--- src/hw/mn_params.svh ---
// constants of the monitor sequencer: offsets, fields, reset values, timing
`ifndef MN_PARAMS_SVH
`define MN_PARAMS_SVH

// ***************************************************************
// channel layout
// ***************************************************************
`define MN_NCH 8
`define MN_CH_W 3
`define MN_CH_LOCAL 3'h6
`define MN_CH_REMOTE 3'h7
`define MN_AVG_N 16
`define MN_SUB_LAST 4'hf
`define MN_ACC_W 12

// ***************************************************************
// register offsets (8-bit register index space)
// ***************************************************************
`define MN_VAL_BASE 8'h20
`define MN_HI_BASE 8'h30
`define MN_LO_BASE 8'h38
`define MN_CFG_OFS 8'h40
`define MN_ST1_OFS 8'h41
`define MN_ST2_OFS 8'h42

// ***************************************************************
// field positions and reset values
// ***************************************************************
`define MN_CFG_START_BIT 0
`define MN_ST2_REMOTE_BIT 0
`define MN_ST2_FAULT_BIT 6
`define MN_RST_VAL 8'h00

// ***************************************************************
// timing
// ***************************************************************
`define MN_CLK_NS 20.0
`define MN_SLOT_MS 11.6
`define MN_REMOTE_MS 34.8

`endif

--- src/hw/mn_pkg.sv ---
// types shared by the monitor sequencer files
package mn_pkg;

   // sequencer states
   typedef enum logic [1:0] {
      MN_IDLE  = 2'b00,
      MN_WAIT  = 2'b01,
      MN_CONV  = 2'b10,
      MN_STORE = 2'b11
   } mn_state_t;

   // one register write from the serial bus engine
   typedef struct packed {
      logic en;
      logic [7:0] addr;
      logic [7:0] data;
   } mn_wr_t;

   // one converter answer
   typedef struct packed {
      logic done;
      logic [7:0] data;
   } mn_adc_t;

endpackage

--- src/hw/mn_limit_cmp.sv ---
// window comparator of one result against its high and low limits
`timescale 1ns/1ps
`default_nettype none

module mn_limit_cmp
   import mn_pkg::*;
(
   input wire logic [7:0] value,
   input wire logic [7:0] hi_lim,
   input wire logic [7:0] lo_lim,
   input wire logic is_signed,
   output logic out_of_lim
);

   // strict compare, signed for temperature channels
   always_comb begin
      if (is_signed) begin
         out_of_lim = ($signed(value) > $signed(hi_lim)) || ($signed(value) < $signed(lo_lim));
      end else begin
         out_of_lim = (value > hi_lim) || (value < lo_lim);
      end
   end

endmodule

`default_nettype wire

--- src/hw/mn_monitor_seq.sv ---
// round-robin monitor sequencer with value, limit and status registers
// Function
// - start bit 0 begins monitoring loop
// - channels converted in turn, results stored
// - loop repeats until start bit cleared
// - each measurement stored and compared with limits
// - status bit mirrors last comparison only
// - status reads never alter status bits
// - status 2 bit 6 flags remote fault
// - fault covers shorts and opens on diode
// - temperatures are 8-bit two's complement
// - remote result averages sixteen sub-measurements
// - excitation toggles between base and multiple
// - stored values readable while loop runs
// - out-of-limit results drive interrupt sources
// - one normal input converted per 11.6 ms
// - start cleared means idle, registers reachable
// - values and limits reset to zero
`include "mn_params.svh"
`timescale 1ns/1ps
`default_nettype none

module mn_monitor_seq
   import mn_pkg::*;
#(
   parameter int SLOT_CYC = int'(`MN_SLOT_MS * 1.0e6 / `MN_CLK_NS),
   parameter int SUB_CYC = int'(`MN_REMOTE_MS * 1.0e6 / `MN_CLK_NS / `MN_AVG_N)
) (
   input wire logic clk,
   input wire logic rst,
   input wire mn_wr_t host_wr,
   input wire logic host_rd,
   input wire logic [7:0] host_rd_addr,
   output logic [7:0] host_rd_data_r,
   input wire mn_adc_t adc_res,
   input wire logic [3:0] diode_fault_pins,
   output logic adc_start_r,
   output logic [`MN_CH_W-1:0] adc_chan_r,
   output logic exc_high_r,
   output logic low_power_r,
   output logic irq_volt_r,
   output logic irq_temp_r
);

   // ***************************************************************
   // declarations
   // ***************************************************************
   localparam int NCH = `MN_NCH;
   localparam logic [20:0] SLOT_END = 21'(SLOT_CYC - 1);
   localparam logic [20:0] SUB_END = 21'(SUB_CYC - 1);
   localparam logic [20:0] SUB_HALF = 21'(SUB_CYC / 2);

   mn_state_t state_r;                     // sequencer state
   logic [`MN_CH_W-1:0] ch_r;              // channel being measured
   logic [20:0] cnt_r;                     // slot timer
   logic [3:0] sub_r;                      // remote sub-measurement index
   logic signed [`MN_ACC_W-1:0] acc_r;     // remote sum
   logic [7:0] sample_r;                   // last plain result
   logic [7:0] cfg_r;                      // configuration register
   logic [7:0] value_r [NCH];              // value registers
   logic [7:0] hi_r [NCH];                 // high limits
   logic [7:0] lo_r [NCH];                 // low limits
   logic [NCH-1:0] stat_r;                 // per-channel out-of-limit bits
   logic fault_r;                          // remote diode fault status
   logic fault_seen_r;                     // fault seen during this remote run
   logic [3:0] flt_s1_r;                   // fault synchroniser stage 1
   logic [3:0] flt_s2_r;                   // fault synchroniser stage 2
   logic [7:0] rd_mux;                     // read data before the flop
   logic [7:0] store_val;                  // result to be stored
   logic oor;                              // comparator answer
   logic start;
   logic remote;
   logic store;
   logic [20:0] slot_end;
   assign start = cfg_r[`MN_CFG_START_BIT];
   assign remote = (ch_r == `MN_CH_REMOTE);
   assign store = (state_r == MN_STORE);
   assign slot_end = remote ? SUB_END : SLOT_END;
   // average of sixteen is the sum shifted by four, sign kept
   assign store_val = remote ? acc_r[`MN_ACC_W-1:4] : sample_r;
   // temperature channels compare as signed
   mn_limit_cmp u_cmp (.value(store_val), .hi_lim(hi_r[ch_r]), .lo_lim(lo_r[ch_r]),
      .is_signed(ch_r >= `MN_CH_LOCAL), .out_of_lim(oor));

   // ***************************************************************
   // sequencer
   // ***************************************************************
   // walks the channels, times slots, gathers remote sub-results
   always_ff @(posedge clk) begin
      if (rst) begin
         state_r <= MN_IDLE;
         ch_r <= '0;
         cnt_r <= '0;
         sub_r <= '0;
         acc_r <= '0;
         sample_r <= `MN_RST_VAL;
         adc_start_r <= 1'b0;
         adc_chan_r <= '0;
      end else begin
         adc_start_r <= 1'b0;
         unique case (state_r)
            // converter idle until started
            MN_IDLE: begin
               cnt_r <= '0;
               sub_r <= '0; // an aborted remote sum is dropped here
               acc_r <= '0;
               if (start) begin
                  state_r <= MN_WAIT;
               end
            end
            // one slot per plain input, sixteen per remote
            MN_WAIT: begin
               if (!start) begin
                  state_r <= MN_IDLE;
               end else if (cnt_r == slot_end) begin
                  cnt_r <= '0;
                  adc_start_r <= 1'b1;
                  adc_chan_r <= ch_r;
                  state_r <= MN_CONV;
               end else begin
                  cnt_r <= cnt_r + 21'h1;
               end
            end
            // wait for the converter answer
            MN_CONV: begin
               if (!start) begin
                  state_r <= MN_IDLE;
               end else if (adc_res.done) begin
                  if (remote) begin
                     acc_r <= acc_r + {{4{adc_res.data[7]}}, adc_res.data};
                     if (sub_r == `MN_SUB_LAST) begin
                        sub_r <= '0;
                        state_r <= MN_STORE;
                     end else begin
                        sub_r <= sub_r + 4'h1;
                        state_r <= MN_WAIT;
                     end
                  end else begin
                     sample_r <= adc_res.data;
                     state_r <= MN_STORE;
                  end
               end
            end
            // result stored this cycle, move to next channel
            MN_STORE: begin
               acc_r <= '0;
               ch_r <= (ch_r == `MN_CH_W'(NCH - 1)) ? '0 : ch_r + `MN_CH_W'(1);
               state_r <= start ? MN_WAIT : MN_IDLE;
            end
         endcase
      end
   end
   // base current first half of a remote slot, multiple after
   always_ff @(posedge clk) begin
      if (rst) begin
         exc_high_r <= 1'b0;
      end else begin
         exc_high_r <= remote && (((state_r == MN_WAIT) && (cnt_r >= SUB_HALF))
                                  || (state_r == MN_CONV));
      end
   end

   // ***************************************************************
   // host registers
   // ***************************************************************
   // writable in any state, also while idle
   always_ff @(posedge clk) begin
      if (rst) begin
         cfg_r <= `MN_RST_VAL;
      end else if (host_wr.en && (host_wr.addr == `MN_CFG_OFS)) begin
         cfg_r <= host_wr.data;
      end
   end
   for (genvar i = 0; i < NCH; i++) begin : g_ch
      // limits written by the host, all zero after reset
      always_ff @(posedge clk) begin
         if (rst) begin
            hi_r[i] <= `MN_RST_VAL;
            lo_r[i] <= `MN_RST_VAL;
         end else if (host_wr.en) begin
            if (host_wr.addr == (`MN_HI_BASE + 8'(i))) begin
               hi_r[i] <= host_wr.data;
            end
            if (host_wr.addr == (`MN_LO_BASE + 8'(i))) begin
               lo_r[i] <= host_wr.data;
            end
         end
      end
      // value and status follow the last store of this channel
      always_ff @(posedge clk) begin
         if (rst) begin
            value_r[i] <= `MN_RST_VAL;
            stat_r[i] <= 1'b0;
         end else if (store && (ch_r == `MN_CH_W'(i))) begin
            value_r[i] <= store_val;
            stat_r[i] <= oor;
         end
      end
   end
   // two-flop synchroniser on the analog fault detectors
   always_ff @(posedge clk) begin
      if (rst) begin
         flt_s1_r <= '0;
         flt_s2_r <= '0;
      end else begin
         flt_s1_r <= diode_fault_pins;
         flt_s2_r <= flt_s1_r;
      end
   end
   // any short or open during a remote run sets the fault bit
   always_ff @(posedge clk) begin
      if (rst) begin
         fault_seen_r <= 1'b0;
         fault_r <= 1'b0;
      end else if (store && remote) begin
         fault_r <= fault_seen_r || (|flt_s2_r);
         fault_seen_r <= 1'b0;
      end else if (remote && (state_r != MN_IDLE) && (|flt_s2_r)) begin
         fault_seen_r <= 1'b1;
      end
   end

   // ***************************************************************
   // host reads, power state and interrupt sources
   // ***************************************************************
   // read mux, no side effects on any register
   always_comb begin
      rd_mux = 8'h00;
      if (host_rd_addr[7:3] == `MN_VAL_BASE >> 3) begin
         rd_mux = value_r[host_rd_addr[2:0]];
      end else if (host_rd_addr[7:3] == `MN_HI_BASE >> 3) begin
         rd_mux = hi_r[host_rd_addr[2:0]];
      end else if (host_rd_addr[7:3] == `MN_LO_BASE >> 3) begin
         rd_mux = lo_r[host_rd_addr[2:0]];
      end else if (host_rd_addr == `MN_CFG_OFS) begin
         rd_mux = cfg_r;
      end else if (host_rd_addr == `MN_ST1_OFS) begin
         rd_mux = {1'b0, stat_r[6:0]};
      end else if (host_rd_addr == `MN_ST2_OFS) begin
         rd_mux = {1'b0, fault_r, 5'h00, stat_r[`MN_ST2_REMOTE_BIT + 7]};
      end
   end
   // read data held until the next read
   always_ff @(posedge clk) begin
      if (rst) begin
         host_rd_data_r <= 8'h00;
      end else if (host_rd) begin
         host_rd_data_r <= rd_mux;
      end
   end
   // voltage and temperature out-of-limit levels
   always_ff @(posedge clk) begin
      if (rst) begin
         low_power_r <= 1'b1;
         irq_volt_r <= 1'b0;
         irq_temp_r <= 1'b0;
      end else begin
         low_power_r <= !start;
         irq_volt_r <= |stat_r[5:0];
         irq_temp_r <= |stat_r[7:6];
      end
   end
endmodule

`default_nettype wire

--- config.mk ---
export PLATFORM = sky130hd
export DESIGN_NAME = mn_monitor_seq
export DESIGN_NICKNAME = d
export VERILOG_FILES = /design/src/hw/mn_pkg.sv /design/src/hw/mn_limit_cmp.sv /design/src/hw/mn_monitor_seq.sv
export VERILOG_INCLUDE_DIRS = /design/src /design/src/hw
export SDC_FILE = /design/constraint.sdc
export NUM_CORES = 1
export LEC_CHECK = 0
export ABC_AREA = 1
export ABC_CLOCK_PERIOD_IN_PS = 4200
export BUFFER_PORTS_ARGS = -buffer_cell sky130_fd_sc_hd__buf_2
export CORE_UTILIZATION = 35
export CTS_CLUSTER_DIAMETER = 120
export DETAILED_ROUTE_END_ITERATION = 16
export PLACE_DENSITY = 0.61
export SYNTH_ARGS = -nofsm -noshare
export SYNTH_HDL_FRONTEND = slang
export SYNTH_SLANG_ARGS = --single-unit
--- constraint.sdc ---
create_clock -name clk -period 4.2 [get_ports clk]
set_input_delay 0.21 -clock clk [delete_from_list [all_inputs] [get_ports clk]]
set_output_delay 0.21 -clock clk [all_outputs]
set_load 0.005 [all_outputs]
## Word level (Yosys, flattened, before mapping)

Memory sizes are Yosys's and may differ from the RTL's. A register that Yosys moved wholly into a read port is not among the register bits.
Index checks and enable logic that the tools add are counted.

- Memory bits (read-only): 0
- Memory bits (writable): 192
- Memories kept: 3
- Bits in latches: 0
- Logic and storage cells: 294
- Input bits: 41
- Register bits after elaboration: 92

- Reductions and logical operators: 36
- Multiplexer cells: 150
- Bitwise gates (word level): 27
- Equality and inequality tests: 42
- Magnitude comparators: 6
- Div/mod/pow operators: 0
- Add/sub/neg operators: 4
- $mul: 0
- Shifts and indexed selects: 0

Memories:

| memory | depth | bits a word | rd ports | clocked after memory_dff | write ports | line | source |
|---|---|---|---|---|---|---|---|
| hi_r | 8 | 8 | 2 | 1 | 8 | mn_monitor_seq.sv:61 | `logic [7:0] hi_r [NCH];` |
| lo_r | 8 | 8 | 2 | 1 | 8 | mn_monitor_seq.sv:62 | `logic [7:0] lo_r [NCH];` |
| value_r | 8 | 8 | 1 | 0 | 8 | mn_monitor_seq.sv:60 | `logic [7:0] value_r [NCH];` |

Operators with widths:

| cell | number |
|---|---|
| $mux 8 | 29 |
| $eq 8x6->1 const B | 16 |
| $mux 1 | 93 |
| $mux 21 | 2 |
| $pmux 21 s2 | 1 |
| $mux 12 | 3 |
| $eq 8x7->1 const B | 4 |
| $or 1x1->1 | 24 |
| $pmux 12 s2 | 1 |
| $add 21x1->21 const B | 1 |
| $eq 21x20->1 | 1 |
| $ge 21x16->1 const B | 1 |
| $mux 20 | 1 |
| $gt 8x8->1 | 2 |
| $lt 8x8->1 | 2 |
| $mux 4 | 4 |
| $eq 5x3->1 const B | 3 |
| $mux 3 | 5 |
| $mux 2 | 7 |
| $mux 7 | 2 |
| $logic_and 1x1->1 | 13 |
| $add 12x12->12 | 1 |
| $eq 3x3->1 const B | 4 |
| $reduce_and 4->1 | 3 |
| other kinds (24) | 42 |

## Logic depth before layout (Yosys ltp)

- Depth in word-level cells: 7
- Gate-level depth with buffers: 18
- Depth with buffers taken out: 17

## By module

A second synthesis with hierarchy kept.

- Cells, all modules: 1879
- Area total of the unflattened synthesis: 15282.2 sq um

By module, submodules not included:

| module | sequential area each (sq um) | instances | area an instance (sq um) | cells an instance |
|---|---|---|---|---|
| mn_monitor_seq | 7667.4 | 1 | 14816.7 | 1799 |
| mn_limit_cmp | 0.0 | 1 | 465.4 | 80 |

## Worst setup path before layout

No wires, ideal clock.

- Path type: register -> register
- From: reg ch_r[0]
- To: reg stat_r[0]
- Data required time: 4.086 ns
- Path buffers: 2
- Path slack: 1.151 ns
- Setup time: 0.114 ns
- Clock period less this slack: 3.049 ns
- Cell stages (with the launch flop): 18
- Data arrival time: 2.935 ns
- Cell sequence: dfxtp_1 > ha_1 > ha_1 > buf_6 > inv_4 > buf_2 > or2_2 > o21ai_1 > inv_1 > ha_1 > a21oi_1 > nor2_1 > a211oi_1 > nand2_1 > a21oi_2 > nand3_4 > nand3_1 > nand2_1

- Cells in the longest elaborated chain, start to end: 5
- Elaborated cells on any way between the ends: 12
- Classes of those cells: order compare (5); eq/ne (1); mux (2); reduce/logical (4)

Ends and longest elaborated chain:

| element | line | source |
|---|---|---|
| start: declaration | mn_monitor_seq.sv:54 | `` logic [`MN_CH_W-1:0] ch_r; `` |
| start signal: assignment | mn_monitor_seq.sv:147 | `` ch_r <= (ch_r == `MN_CH_W'(NCH - 1)) ? '0 : ch_r + `MN_CH_W'(1); `` |
| $eq 3x3->1 * | - |  |
| $mux 8 * | mn_monitor_seq.sv:80 | `` assign store_val = remote ? acc_r[`MN_ACC_W-1:4] : sample_r; `` |
| named net store_val[5] | mn_monitor_seq.sv:69 | `logic [7:0] store_val;` |
| $gt 8x8->1, or another cell as far along | mn_limit_cmp.sv:20 | `out_of_lim = (value > hi_lim) \|\| (value < lo_lim);` |
| $logic_or 1x1->1 (on tied branches) | mn_limit_cmp.sv:20, mn_limit_cmp.sv:18 |  |
| $mux 1 * | mn_limit_cmp.sv:17 | `if (is_signed) begin` |
| end signal: indexed assignment | mn_monitor_seq.sv:196 | `stat_r[i] <= oor;` |
| end: declaration | mn_monitor_seq.sv:63 | `logic [NCH-1:0] stat_r;` |

The timed path passes the listed nets; every way through them passes the cells marked *.
A chain may end at the register's enable or synchronous reset.

==> impl_metrics.toml <==
[drt]
drc = 0
vias_per_cell = 5.401
postRouteAntennaNets = 0
first_iter_violations = 1465
vias = 13480
wl_um = 48820
drt_pass1_iterations = 6
wire_per_inst_um = 19.56

[grt]
grt_max_degree = 64
globalRouteOverflowTotal = 0
antenna_found_initial = 0
grt.total_usage = 0.2206
grt_pass1_wl_um = 75520
first_global_vias = 13110

[timing]
grt_setup_unrepaired = "no"
skew_ns = 0.01720
fin_crit_sh = 0.7953
tightestPinTransition_ns = 1.120
final-hold-violation-count = 0
period_needed_ns = 3.340
relSlewSlack = 0.2452
fin_setup_tns_ns = 0
max_freq_mhz = 299.4
setup_violations = 0
slew_viol_final = 0

[cts]
tritoncts = "yes"
clk_latency_ns = 0.59
ctsResizeCount = 0
htree_levels = 1
cts_made_buffers = 30
clockBufferDepth = 3
clock-sinks = 287
clkTransAtPathRegs_ns = 0.07
clock-root-buffer = "clkbuf_16"

[critical_path]
critical_path_class = "reg -> reg"
end_kind = "flip-flop"
cp-start-kind = "flip-flop"
cp.arrival_ns = 3.81
critical_path_required_ns = 4.67
crit_fanout = 42

[synth]
synth_top_area_cell = "edfxtp_1"
synth_edf_count = 192
yosys-top-cells-count = "nor2_1, nand2_1, edfxtp_1"
synth_top_cell_area_share = 0.3789
synth_ff_type = "edfxtp_1"
yosys-top-cells-area = "edfxtp_1, dfxtp_1, nor2_1, nand2_1, o21ai_0"
synth.cell_area_um2 = 15220
ys_seq_elements = 287
synth.distinct_cells = 55
ys_async_sr_fraction = 0
yosysMostFrequentCell = "nor2_1"
synth_cells = 1855
syn_nets = 1930
ys_seq_area_frac = 0.5038
yosysWarnings = 0
syn_avg_cell_area_um2 = 8.204

[floorplan]
fp.dieW_um = 210.5
io_pins = 57
fp.coreArea_um2 = 42980
die_h_um = 210.5
die_area_um2 = 44320
fp-row-count = 76
initial_core_util = 0.3541

[layout]
finalNetCount = 1962
drive_gt1_frac = 0.09001
n_antenna_cell = 0
syn2layout_area_growth_pct = 13.02

[power_and_ir_drop]
leakagePower_nw = 6.481
powerDensity_nw_per_um2 = 371.5
total_power_mw = 6.389
ir_drop_mv = 0.3104

[worst_hold_path]
hold_class = "in -> reg"

[placement]
portBuffers = 56
gp_congestion = 0.9407
hpwl_um = 33140

[status]
status = "finished clean"

[run]
maxCapViolCount = 0
==> layout by cell type, fill, tap and decap left out, types with 5 or more instances in the layout <==
cell type	instances
o21ai_1	11
edfxtp_1	192
a21oi_1	142
inv_2	9
nor3_1	17
dfxtp_1	94
o21ai_0	163
nor2_1	349
clkbuf_1	5
buf_4	20
nand4_1	13
buf_2	56
o221ai_1	24
inv_1	188
clkinv_1	6
nand3_2	6
clkbuf_8	5
o21a_1	5
dlygate4sd3_1	18
ha_1	33
o211ai_1	34
clkbuf_16	32
o2111ai_1	14
xor2_1	5
nand2_1	273
nand3_1	117
clkinvlp_4	5
==> stage by stage <==
stage	hold WS, ns	setup WS, ns	utilization	std cells	instance area (um^2)
floorplan	0.3170	1.151	-	1855	15220
global placement	0.3908	1.040	0.3721	2422	15990
detailed placement	0.3942	1.007	0.3721	2422	15990
CTS	0.03317	0.9963	0.4002	2496	17200
global route	0.08840	0.6594	0.4002	2496	17200
finish	0.05620	0.8596	0.4002	2496	17200
==> final timing paths <==
| check | start | endpoint | slack, ns | cells after the start |
|---|---|---|---|---|
| max reg2reg | flip-flop | stat_r[2] | 0.86 | 13 |
| min reg2reg | flt_s1_r[3] | flt_s2_r[3] | 0.40 | 2 |
| max | flip-flop | stat_r[2] | 0.86 | 13 |
| min | host_rd_addr[4] | host_rd_data_r[5] | 0.06 | 4 |
==> flip-flops by register name, summed over array words and instances, names as in the netlist, named ones only <==
| signal | flops |
|---|---|
| cfg_r | 8 |
| hi_r | 64 |
| host_rd_data_r | 8 |
| cnt_r | 21 |
| adc_start_r | 1 |
| fault_seen_r | 1 |
| stat_r | 8 |
| fault_r | 1 |
| flt_s1_r | 4 |
| irq_temp_r | 1 |
| low_power_r | 1 |
| acc_r | 12 |
| flt_s2_r | 4 |
| adc_chan_r | 3 |
| sub_r | 4 |
| state_r | 2 |
| ch_r | 3 |
| value_r | 64 |
| lo_r | 64 |
| exc_high_r | 1 |
| irq_volt_r | 1 |
| sample_r | 8 |
==> worst max-delay path, cell delays in order, from the launching register on <==
cell and delay (ns):
dfxtp_2 0.64, inv_2 0.46, nor2_1 0.18, o21ai_0 0.16, o21ai_0 0.38, ha_1 0.35
nand2_1 0.10, nor2_1 0.05, a211oi_1 0.26, nand2_1 0.15, a21oi_2 0.18, nand3_4 0.13
nand3_1 0.10, nand2_1 0.06
==> logic make-up (layout without fill, tap and decap cells) <==
logic type	count (synthesis)	after routing	synth area share
mux	1	1	0.001480
fa+ha+maj	34	34	0.02845
buf+inv	300	356	0.07901
compound gates	422	422	0.1601
simple gates	802	802	0.2220
flops	287	287	0.5038
xor+xnor	9	9	0.005179
==> layout make-up <==
cell class                 instances  area, um^2
clock buffer                      42       888.4
clock inverter                    14       138.9
fill                            4414       25780
inverter                         204       773.2
multi-input combinational       1268        6349
sequential                       287        7669
tap                              585       732.0
timing repair buffer              96       650.6
==> metal layers <==
layer | GRT usage | routed length (um) | up-vias
met5 | 0 | 0 | -
met4 | 0.1057 | 2347 | 0
met3 | 0.03039 | 3872 | 146
met2 | 0.3552 | 22250 | 620
met1 | 0.2922 | 20360 | 6349
li1 | - | - | 6366
==> repair_timing <==
action | in CTS | in global routing
hold buffers | 18 | 0
endpoints found under the hold margin | 19 | 0
setup buffers | 0 | 0
==> report_power, final <==
part           switching, mW  total [mW]  internal, mW
Combinational          0.341       0.462         0.120
Sequential            0.0472        3.15          3.10
Clock                   1.18        2.78          1.60
Note: power is estimated with default switching activity, not from simulation.
